===== src/pdm_pkg.sv =====
// shared constants and carriers for the program/data address map
package pdm_pkg;
   // special register addresses
   localparam logic [7:0] ADR_PAGE_CTL  = 8'h80;
   localparam logic [7:0] ADR_SP        = 8'h81;
   localparam logic [7:0] ADR_PTR_LO    = 8'h82;
   localparam logic [7:0] ADR_PTR_HI    = 8'h83;
   localparam logic [7:0] ADR_PORT1     = 8'h90;
   localparam logic [7:0] ADR_SERBUF    = 8'h99;
   localparam logic [7:0] ADR_P3MODE    = 8'h9C;
   localparam logic [7:0] ADR_P4MODE    = 8'h9D;
   localparam logic [7:0] ADR_P5MODE    = 8'h9E;
   localparam logic [7:0] ADR_HI_PAGE   = 8'hA0;
   localparam logic [7:0] ADR_AUX_CONTROL_ONE      = 8'hA2;
   localparam logic [7:0] ADR_PORT3     = 8'hB0;
   localparam logic [7:0] ADR_PORT4     = 8'hC0;
   localparam logic [7:0] ADR_PORT5     = 8'hC4;
   localparam logic [7:0] ADR_PSW       = 8'hD0;
   localparam logic [7:0] ADR_ACC       = 8'hE0;
   localparam logic [7:0] ADR_MULB      = 8'hF0;
   // reset values
   localparam logic [7:0] RST_SP        = 8'h07;
   localparam logic [7:0] RST_ZERO      = 8'h00;
   // field positions
   localparam int PSEL_HI   = 7;
   localparam int PSEL_LO   = 6;
   localparam int PSW_RSHI  = 4;
   localparam int PSW_RSLO  = 3;
   localparam int AUX_SOFT_RESET_BIT  = 5;
   localparam int AUX_GF2   = 4;
   localparam int AUX_POWERDOWN_WAKE_ENABLE  = 3;
   localparam int AUX_ZERO  = 2;
   localparam int AUX_DPS   = 0;
   localparam logic [7:0] AUX_WMASK = 8'h39;
   localparam logic [7:0] SFR_TOP  = 8'h80;
   localparam logic [7:0] BIT_BASE = 8'h20;
   localparam logic [7:0] PORT3_RD_BIT = 8'h07;
   localparam logic [7:0] PORT3_WR_BIT = 8'h06;
   localparam logic [7:0] UNMAPPED_RD  = 8'h00;
   // internal memory sizes
   localparam int LOW_BYTES = 128;
   localparam int UP_BYTES  = 128;
   localparam int PA_W      = 17;

   typedef enum logic [1:0] {
      SZ_32K = 2'b00,
      SZ_48K = 2'b01,
      SZ_56K = 2'b10,
      SZ_64K = 2'b11
   } pdm_size_e;

   typedef struct packed {
      logic       dir;   // direct access (else indirect)
      logic       wr;
      logic       rd;
      logic [7:0] adr;
      logic [7:0] wdat;
   } pdm_iacc_s;

   typedef struct packed {
      logic       bit_wr;
      logic       bit_rd;
      logic [7:0] badr;
      logic       bval;
   } pdm_bacc_s;
endpackage : pdm_pkg


===== src/pdm_prog_map.sv =====
// program counter to physical sram address translation
`timescale 1ns/100ps
`default_nettype none
module pdm_prog_map (
   // page control and counter
   input  wire logic [7:0]                   page_ctl,
   input  wire logic [15:0]                  pc,
   // physical address
   output var  logic [pdm_pkg::PA_W-1:0]     phys
);
   logic [16:0] common;
   logic [16:0] ext;
   logic [5:0]  page;
   always_comb begin
      page = page_ctl[5:0];
      unique case (pdm_pkg::pdm_size_e'(page_ctl[pdm_pkg::PSEL_HI:pdm_pkg::PSEL_LO]))
         pdm_pkg::SZ_64K: begin
            common = 17'h1_0000;
            ext    = 17'h0_0000;
         end
         pdm_pkg::SZ_56K: begin
            common = 17'h0_E000;
            ext    = 17'h0_2000;
         end
         pdm_pkg::SZ_48K: begin
            common = 17'h0_C000;
            ext    = 17'h0_4000;
         end
         pdm_pkg::SZ_32K: begin
            common = 17'h0_8000;
            ext    = 17'h0_8000;
         end
      endcase
      // page product kept at 17 bits; overflow past 128KB wraps
      if ({1'b0, pc} < common) begin
         phys = {1'b0, pc};
      end else begin
         phys = 17'({1'b0, pc} + 17'(ext * {11'h000, page}));
      end
   end
endmodule // pdm_prog_map
`default_nettype wire


===== src/pdm_iram.sv =====
// 256-byte internal ram: lower block and indirect-only upper block
`timescale 1ns/100ps
`default_nettype none
module pdm_iram (
   // clock and reset
   input  wire logic        clk,
   input  wire logic        nrst,
   // access
   input  wire logic        we,
   input  wire logic [7:0]  wadr,
   input  wire logic [7:0]  wdat,
   input  wire logic [7:0]  radr,
   output var  logic [7:0]  rdat
);
   // memory contents carry no reset, like the sram they model
   logic [7:0] mem [0:pdm_pkg::LOW_BYTES+pdm_pkg::UP_BYTES-1];
   always_ff @(posedge clk) begin
      if (we) begin
         mem[wadr] <= wdat;
      end
   end
   always_comb begin
      rdat = mem[radr];
   end
   logic unused_nrst;
   assign unused_nrst = nrst;
endmodule // pdm_iram
`default_nettype wire


===== src/pdm_top.sv =====
// What this block does
// - fetch address built from page-size bits, page number and counter
// - size bits pick extended/common: 11 0/64K, 10 8/56K, 01 16/48K, 00 32/32K
// - counter below common size passes; else add page times extended size
// - page number ignored inside common space
// - physical program address is seventeen bits
// - 384 internal bytes: lower, upper and special register blocks
// - above 7FH: direct hits special registers, indirect hits upper ram
// - lower reachable both ways, upper indirect only, registers direct only
// - lowest 32 bytes are four banks of eight, chosen by status bits
// - 16 bytes above banks are bit addressable, bits 00H-7FH
// - registers at addresses ending 0 or 8 are bit addressable
// - unimplemented registers read undefined; software must not write them
// - status word: carry, aux carry, flag0, bank hi, bank lo, overflow, flag1, parity
// - stack pointer resets to 07H, reloadable to any location
// - aux control: soft reset b5, flag b4, wake enable b3, zero b2, select b0
// - wake enable gates external interrupt wake from power down
// - one pointer address reaches two 16-bit pointers by select bit
// - port bits drive pins; write one before using pin as input
// - mode bits set push-pull, clear keeps pseudo-bidirectional
// - 8-bit indirect external moves take high byte from page register
// - serial buffer write loads transmit and starts; read gives receive
// - core drives internal read/write strobes on port three bits 7 and 6
`timescale 1ns/100ps
`default_nettype none
module pdm_top (
   // clock and reset
   input  wire logic                      CLK,
   input  wire logic                      NRST,
   // program fetch
   input  wire logic [15:0]               PC,
   output var  logic [16:0]               PROG_ADDR,
   // internal data access
   input  wire pdm_pkg::pdm_iacc_s        IACC,
   output var  logic [7:0]                IRDATA,
   // bit access
   input  wire pdm_pkg::pdm_bacc_s        BACC,
   output var  logic                      BIT_RDATA,
   // register bank operand
   input  wire logic [2:0]                REG_NUM,
   output var  logic [7:0]                REG_ADDR,
   // core flag, stack and pointer updates
   input  wire logic                      FLAGS_WE,
   input  wire logic [7:0]                FLAGS_IN,
   input  wire logic                      SP_WE,
   input  wire logic [7:0]                SP_IN,
   input  wire logic                      PTR_INC,
   // external data moves
   input  wire logic                      XMOV_RI,
   input  wire logic [7:0]                XRI_LOW,
   input  wire logic                      XRD_REQ,
   input  wire logic                      XWR_REQ,
   output var  logic [15:0]               XDATA_ADDR,
   output var  logic                      XRD_STB,
   output var  logic                      XWR_STB,
   // serial buffer
   input  wire logic [7:0]                RX_BYTE,
   output var  logic [7:0]                TX_BYTE,
   output var  logic                      TX_START,
   // power and reset control
   input  wire logic                      EXT_IRQ,
   input  wire logic                      POWERED_DOWN,
   output var  logic                      WAKE,
   output var  logic                      SOFT_RST,
   // ports
   output var  logic [7:0]                PORT1_OUT,
   output var  logic [7:0]                PORT3_OUT,
   output var  logic [7:0]                PORT4_OUT,
   output var  logic [7:0]                PORT5_OUT,
   output var  logic [23:0]               PUSH_PULL
);
   typedef struct packed {
      logic [7:0]  page_ctl;
      logic [7:0]  sp;
      logic [15:0] ptr0;
      logic [15:0] ptr1;
      logic [7:0]  p1;
      logic [7:0]  p3;
      logic [7:0]  p3o;
      logic [7:0]  p4;
      logic [7:0]  p5;
      logic [7:0]  m3;
      logic [7:0]  m4;
      logic [7:0]  m5;
      logic [7:0]  hipage;
      logic [7:0]  aux;
      logic [7:0]  program_status_word;
      logic [7:0]  acc;
      logic [7:0]  mulb;
      logic [7:0]  txb;
      logic        txs;
      logic        wake;
      logic        xrd;
      logic        xwr;
      logic [15:0] xadr;
      logic [16:0] paddr;
      logic [7:0]  regadr;
      logic [7:0]  rdat;
      logic        brd;
   } pdm_state_s;

   pdm_state_s s_q;
   pdm_state_s s_d;

   logic [16:0] phys;
   logic [7:0]  ram_rdat;
   logic        ram_we;
   logic [7:0]  ram_wadr;
   logic [7:0]  ram_wdat;
   logic [7:0]  ram_radr;
   logic        sfr_sel;
   logic [7:0]  sfr_rd;
   logic [15:0] cur_ptr;
   logic [7:0]  bit_byte;
   logic        bit_sfr;
   logic [7:0]  sfr_w;
   logic [7:0]  sfr_wd;
   logic        sfr_we;

   pdm_prog_map u_map (
      .page_ctl (s_q.page_ctl),
      .pc       (PC),
      .phys     (phys)
   );

   pdm_iram u_ram (
      .clk  (CLK),
      .nrst (NRST),
      .we   (ram_we),
      .wadr (ram_wadr),
      .wdat (ram_wdat),
      .radr (ram_radr),
      .rdat (ram_rdat)
   );

   // special register read mux
   function automatic logic [7:0] sfr_read(input pdm_state_s st, input logic [7:0] a, input logic [7:0] rx);
      logic [15:0] p;
      p = st.aux[pdm_pkg::AUX_DPS] ? st.ptr1 : st.ptr0;
      unique case (a)
         pdm_pkg::ADR_PAGE_CTL: sfr_read = st.page_ctl;
         pdm_pkg::ADR_SP:       sfr_read = st.sp;
         pdm_pkg::ADR_PTR_LO:   sfr_read = p[7:0];
         pdm_pkg::ADR_PTR_HI:   sfr_read = p[15:8];
         pdm_pkg::ADR_PORT1:    sfr_read = st.p1;
         pdm_pkg::ADR_SERBUF:   sfr_read = rx;
         pdm_pkg::ADR_P3MODE:   sfr_read = st.m3;
         pdm_pkg::ADR_P4MODE:   sfr_read = st.m4;
         pdm_pkg::ADR_P5MODE:   sfr_read = st.m5;
         pdm_pkg::ADR_HI_PAGE:  sfr_read = st.hipage;
         pdm_pkg::ADR_AUX_CONTROL_ONE:     sfr_read = st.aux;
         pdm_pkg::ADR_PORT3:    sfr_read = st.p3;
         pdm_pkg::ADR_PORT4:    sfr_read = st.p4;
         pdm_pkg::ADR_PORT5:    sfr_read = st.p5;
         pdm_pkg::ADR_PSW:      sfr_read = st.program_status_word;
         pdm_pkg::ADR_ACC:      sfr_read = st.acc;
         pdm_pkg::ADR_MULB:     sfr_read = st.mulb;
         default:               sfr_read = pdm_pkg::UNMAPPED_RD;
      endcase
   endfunction

   always_comb begin
      s_d      = s_q;
      cur_ptr  = s_q.aux[pdm_pkg::AUX_DPS] ? s_q.ptr1 : s_q.ptr0;
      s_d.txs  = 1'b0;
      // byte access: direct above 7FH goes to registers, indirect to upper ram
      sfr_sel  = IACC.dir && (IACC.adr >= pdm_pkg::SFR_TOP);
      // bit address: low half maps into 20H-2FH, high half into x0/x8 registers
      bit_sfr  = BACC.badr[7];
      bit_byte = bit_sfr ? {BACC.badr[7:3], 3'b000}
                         : 8'(pdm_pkg::BIT_BASE + {3'b000, BACC.badr[7:3]});
      ram_radr = (BACC.bit_rd || BACC.bit_wr) ? bit_byte : IACC.adr;
      sfr_rd   = sfr_read(s_q, (BACC.bit_rd || BACC.bit_wr) ? bit_byte : IACC.adr, RX_BYTE);
      // unify byte and bit writes; bit write is read-modify-write within a cycle
      ram_we   = 1'b0;
      ram_wadr = IACC.adr;
      ram_wdat = IACC.wdat;
      sfr_we   = 1'b0;
      sfr_w    = IACC.adr;
      sfr_wd   = IACC.wdat;
      if (BACC.bit_wr) begin
         if (bit_sfr) begin
            sfr_we = 1'b1;
            sfr_w  = bit_byte;
            sfr_wd = sfr_rd;
            sfr_wd[BACC.badr[2:0]] = BACC.bval;
         end else begin
            ram_we   = 1'b1;
            ram_wadr = bit_byte;
            ram_wdat = ram_rdat;
            ram_wdat[BACC.badr[2:0]] = BACC.bval;
         end
      end else if (IACC.wr) begin
         sfr_we = sfr_sel;
         ram_we = !sfr_sel;
      end
      if (sfr_we) begin
         unique case (sfr_w)
            pdm_pkg::ADR_PAGE_CTL: s_d.page_ctl = sfr_wd;
            pdm_pkg::ADR_SP:       s_d.sp = sfr_wd;
            pdm_pkg::ADR_PTR_LO: begin
               if (s_q.aux[pdm_pkg::AUX_DPS]) s_d.ptr1[7:0] = sfr_wd;
               else s_d.ptr0[7:0] = sfr_wd;
            end
            pdm_pkg::ADR_PTR_HI: begin
               if (s_q.aux[pdm_pkg::AUX_DPS]) s_d.ptr1[15:8] = sfr_wd;
               else s_d.ptr0[15:8] = sfr_wd;
            end
            pdm_pkg::ADR_PORT1:    s_d.p1 = sfr_wd;
            pdm_pkg::ADR_SERBUF: begin
               s_d.txb = sfr_wd;
               s_d.txs = 1'b1;
            end
            pdm_pkg::ADR_P3MODE:   s_d.m3 = sfr_wd;
            pdm_pkg::ADR_P4MODE:   s_d.m4 = sfr_wd;
            pdm_pkg::ADR_P5MODE:   s_d.m5 = sfr_wd;
            pdm_pkg::ADR_HI_PAGE:  s_d.hipage = sfr_wd;
            pdm_pkg::ADR_AUX_CONTROL_ONE:     s_d.aux = sfr_wd & pdm_pkg::AUX_WMASK;
            pdm_pkg::ADR_PORT3:    s_d.p3 = sfr_wd;
            pdm_pkg::ADR_PORT4:    s_d.p4 = sfr_wd;
            pdm_pkg::ADR_PORT5:    s_d.p5 = sfr_wd;
            pdm_pkg::ADR_PSW:      s_d.program_status_word = sfr_wd;
            pdm_pkg::ADR_ACC:      s_d.acc = sfr_wd;
            pdm_pkg::ADR_MULB:     s_d.mulb = sfr_wd;
            default: ; // writes to empty slots are dropped
         endcase
      end
      // core flag and stack updates win over a same-cycle software write
      if (FLAGS_WE) s_d.program_status_word = FLAGS_IN;
      if (SP_WE) s_d.sp = SP_IN;
      if (PTR_INC) begin
         if (s_q.aux[pdm_pkg::AUX_DPS]) s_d.ptr1 = 16'(cur_ptr + 16'h0001);
         else s_d.ptr0 = 16'(cur_ptr + 16'h0001);
      end
      // parity always follows the accumulator
      s_d.program_status_word[0] = ^s_d.acc;
      s_d.aux[pdm_pkg::AUX_ZERO] = 1'b0;
      s_d.wake = POWERED_DOWN && EXT_IRQ && s_q.aux[pdm_pkg::AUX_POWERDOWN_WAKE_ENABLE];
      // external data address: 8-bit indirect uses high page byte
      s_d.xadr = XMOV_RI ? {s_q.hipage, XRI_LOW} : cur_ptr;
      s_d.xrd = XRD_REQ;
      s_d.xwr = XWR_REQ;
      // strobes replace port three bits 7 and 6 while active; registered so the pin has no glitch
      s_d.p3o = {s_d.p3[7] & ~s_d.xrd, s_d.p3[6] & ~s_d.xwr, s_d.p3[5:0]};
      s_d.paddr = phys;
      s_d.regadr = {3'b000, s_q.program_status_word[pdm_pkg::PSW_RSHI:pdm_pkg::PSW_RSLO], REG_NUM};
      s_d.rdat = sfr_sel ? sfr_rd : ram_rdat;
      s_d.brd = bit_sfr ? sfr_rd[BACC.badr[2:0]] : ram_rdat[BACC.badr[2:0]];
   end

   always_ff @(posedge CLK or negedge NRST) begin
      if (!NRST) begin
         s_q    <= '0;
         s_q.sp <= pdm_pkg::RST_SP;
      end else begin
         s_q <= s_d;
      end
   end

   always_comb begin
      PROG_ADDR  = s_q.paddr;
      IRDATA     = s_q.rdat;
      BIT_RDATA  = s_q.brd;
      REG_ADDR   = s_q.regadr;
      XDATA_ADDR = s_q.xadr;
      XRD_STB    = s_q.xrd;
      XWR_STB    = s_q.xwr;
      TX_BYTE    = s_q.txb;
      TX_START   = s_q.txs;
      WAKE       = s_q.wake;
      SOFT_RST   = s_q.aux[pdm_pkg::AUX_SOFT_RESET_BIT];
      PORT1_OUT  = s_q.p1;
      PORT3_OUT  = s_q.p3o;
      PORT4_OUT  = s_q.p4;
      PORT5_OUT  = s_q.p5;
      PUSH_PULL  = {s_q.m5, s_q.m4, s_q.m3};
   end
endmodule // pdm_top
`default_nettype wire


===== config.mk =====
export PLATFORM = sky130hd
export DESIGN_NAME = pdm_top
export DESIGN_NICKNAME = d
export VERILOG_FILES = /design/src/pdm_pkg.sv /design/src/pdm_prog_map.sv /design/src/pdm_iram.sv /design/src/pdm_top.sv
export SDC_FILE = /design/constraint.sdc
export NUM_CORES = 2
export LEC_CHECK = 0
export ABC_CLOCK_PERIOD_IN_PS = 41400
export BUFFER_PORTS_ARGS = -buffer_cell sky130_fd_sc_hd__buf_2
export CAP_MARGIN = 5
export CORE_MARGIN = 2
export CORE_UTILIZATION = 35
export DETAILED_ROUTE_END_ITERATION = 7
export HOLD_SLACK_MARGIN = 0.05
export PLACE_DENSITY = 0.52
export SLEW_MARGIN = 20
export SYNTH_ARGS = -nofsm -noshare
export SYNTH_HDL_FRONTEND = slang
export SYNTH_SLANG_ARGS = --single-unit

===== constraint.sdc =====
create_clock -name CLK -period 41.4 [get_ports CLK]
set_input_delay 8.28 -clock CLK [delete_from_list [all_inputs] [get_ports CLK]]
set_output_delay 8.28 -clock CLK [all_outputs]
set_load 0.1 [all_outputs]

==> results.cfg <==
[run_status]
status = finished, final reports clean

[grt]
grt.overflow.total = 0
track_usage = 0.211
antenna_found_initial = 19
grt_pass1_wl_microns = 399000
grt_pass1_vias = 51600
grt_max_degree = 217

[critical_path]
slowest_delay_ns = 0.82
required_ns = 41.86
critPathCaptureType = register
critical-path-top-delay-family = buffers and inverters
path_cells = buf_2 > nor2_2 > o21ai_4 > buf_4 > buf_12 > buf_4 > buf_4 > buf_4 > mux4_2 > a22oi_1 > a21oi_1 > nor4_1 > nor3_1 > or4_1 > mux2i_1 > o21ai_4 > buf_12 > buf_16
worstSetupPathType = input port to register
critPathBufInv = 8
critPathMaxFanout = 114
slowest_stage = or4_1
crit_top_cell = buf_4
arrival_ns = 16.94
cp-start-kind = input port

[routing]
drtIter0Drc = 6427
wl_per_cell_microns = 30.1
num_vias = 53300
drt_pass1_iterations = 6
drtAntennaViolNets = 0
drc = 0
wl_microns = 285000
wl_met3_microns = 24300
met1_length_microns = 120000
highest-signal-layer = met5
detailroute.wirelength.met2_microns = 131000
viasPerCell = 5.63

[cts]
clkTransAtPathRegs_ns = 0.06
postCtsSetupRepairBufs = 0
clockBufferDepth = 3
cts_resized = 0
clock-sinks = 2249
cts_hold_repair.buffers = 0
cts_tree = yes
root_buffer = clkbuf_16
htreeDepth = 4
insertion_delay_ns = 0.89
numCtsBuffers = 227

[sta]
maxSlewViolCount = 0
finalCritPeriodShare = 0.398
tns_ns = 0
rsz0062_at_grt = no
skew_ns = 0.0428
finalSetupViolCount = 0
tightest_slew_ns = 1.17
hold_violations = 0
finalCriticalPeriod_ns = 16.49
relSlewSlack = 0.218
max_freq_mhz = 60.7

[layout]
fill_cells = 23700
final_cell_mix = 2048 x edfxtp_1, 646 x nand2_1, 370 x nor2_1, 325 x mux4_2, 228 x clkbuf_16
multi_input_area_sq_mm = 0.0225
syn2layout_area_growth_pct = 12.4
final_common_cell = edfxtp_1
layout.area.seq_sq_mm = 0.0665
final_cells = 9470
nets = 5880
drive_gt1_frac = 0.182

[floorplanning]
chipHeight_microns = 516
start_util = 0.353
coreArea_sq_mm = 0.260
die_w_microns = 516
rows = 187
dieArea_sq_mm = 0.266
io_pins = 210

[synth]
syn_avg_cell_area_sq_um = 16.2
ys_seq_area_frac = 0.726
ys.flop_type = edfxtp_1
synth_edf_count = 2048
syn-cell-area_sq_mm = 0.0916
synth_area_leaders = edfxtp_1 67%, mux4_2 8.0%, dfrtp_1 5.4%
yosysUniqueCellTypes = 93
synthDominantCellAreaShare = 0.671
synth_area_leader_cell = edfxtp_1
yosysWarnings = 0
ys_seq_elements = 2249
async_reset_ff_frac = 0.0894
postSynthCellCount = 5655

[power_and_ir_drop]
p_total_uw = 5100
peakVddDrop_v = 0.0000366
power_density_mw_per_mm2 = 49.5
p_leak_uw = 0.0339

[flow_run]
maxCapViolations = 0

[place]
dp_hpwl_microns = 173000
dp.cells = 9039
gp_congestion = 0.931
io_buffers = 204

[hold_path]
hp-class = register to register
==> per-stage QoR <==
| step | util | area, sq um | hold slack (ns) | worst slack, ns |
|---|---|---|---|---|
| 5_1_grt | 0.396 | 103000 | 0.495 | 24.72 |
| 6_report | 0.396 | 103000 | 0.474 | 24.91 |
| 3_3_place_gp | 0.368 | 95800 | 0.456 | 24.09 |
| 3_5_place_dp | 0.368 | 95800 | 0.466 | 23.95 |
| 2_1_floorplan | - | 91600 | 0.361 | 18.36 |
| 4_1_cts | 0.396 | 103000 | 0.479 | 24.88 |
==> worst reg2reg max path: stages (launching register included) <==
cell      delay (ns)
edfxtp_1        0.36
mux4_2          0.47
a22o_1          0.28
a221oi_1        0.75
o22ai_1         0.22
o41a_1          0.47
a211oi_2        0.58
a211oi_1        0.18
a21o_4          0.38
buf_4           0.42
buf_4           0.50
==> worst paths after layout <==
path / from / slack (ns) / cells past startpoint / to
min reg2reg: TX_BYTE[2] / 0.47 / 2 / TX_BYTE[2]
max in group asynchronous: NRST / 31.75 / 3 / PORT4_OUT[4]
min: TX_BYTE[2] / 0.47 / 2 / TX_BYTE[2]
min in group asynchronous: NRST / 7.36 / 1 / REG_ADDR[1]
max: BACC[10] / 24.91 / 18 / u_ram.mem[74][2]
max reg2reg: u_ram.mem[43][7] / 36.33 / 10 / u_ram.mem[74][7]
==> where the power goes <==
part,internal [uW],leakage [uW],switching (uW)
Clock,1100,0.00346,879
Sequential,2540,0.0211,19.3
Combinational,137,0.00940,414
==> sequential cells by signal, indices dropped and copies added (netlist names) <==
signal	cells
u_ram.mem	2048
s_q	83
PUSH_PULL	24
PROG_ADDR	17
XDATA_ADDR	16
IRDATA	8
PORT1_OUT	8
PORT3_OUT	8
PORT4_OUT	8
PORT5_OUT	8
TX_BYTE	8
REG_ADDR	5
s_d	2
BIT_RDATA	1
SOFT_RST	1
TX_START	1
WAKE	1
XRD_STB	1
XWR_STB	1
==> cells in the mapped netlist, types with 16 or more instances <==
master    count
clkbuf_1    148
buf_2        87
buf_6        37
buf_1        32
a22o_1       16
nand3_1     225
a31oi_1      27
a211oi_1     76
nor2b_1      20
o21ai_0     184
a311oi_1     33
edfxtp_1   2048
nand2_1     654
nor2_1      375
a21o_1       16
a22oi_1     131
inv_1        46
mux4_2      325
dfrtp_1     198
buf_4       156
mux2_2       30
a21oi_1     134
nand4_1      44
and3_1       19
mux2i_1     216
nor4_1       20
a32oi_1      25
a221oi_1     20
xnor2_1      16
o22ai_1      55
nor3_1       28
==> final cells by class <==
class,count,area share
Clock buffer,293,0.0583
Multi-Input combinational cell,2897,0.218
Tap cell,3496,0.0425
Inverter,46,0.00168
Clock inverter,125,0.0104
Antenna cell,10,0.000243
Sequential cell,2249,0.646
Timing Repair Buffer,354,0.0227
==> cell families (layout without fill, tap and decap cells) <==
family                   Yosys count  count (layout)  share of synthesized area
XOR/XNOR                          22              22                    0.00240
other                              1              13                  0.0000409
buffers and inverters            511             818                     0.0323
AND/OR/NAND/NOR                 1468            1468                     0.0697
adder cells (fa/ha/maj)           14              14                    0.00208
flip-flops                      2249            2249                      0.726
AO/OA/AOI/OAI                    819             819                     0.0603
multiplexers                     571             571                      0.107
==> metal layers <==
layer	GRT usage	up-vias
met2	0.328	2606
met4	0.0730	14
met1	0.295	27900
met5	0	-
met3	0.0400	479
li1	-	22300
No activity file was read; power rests on OpenSTA's default activity.
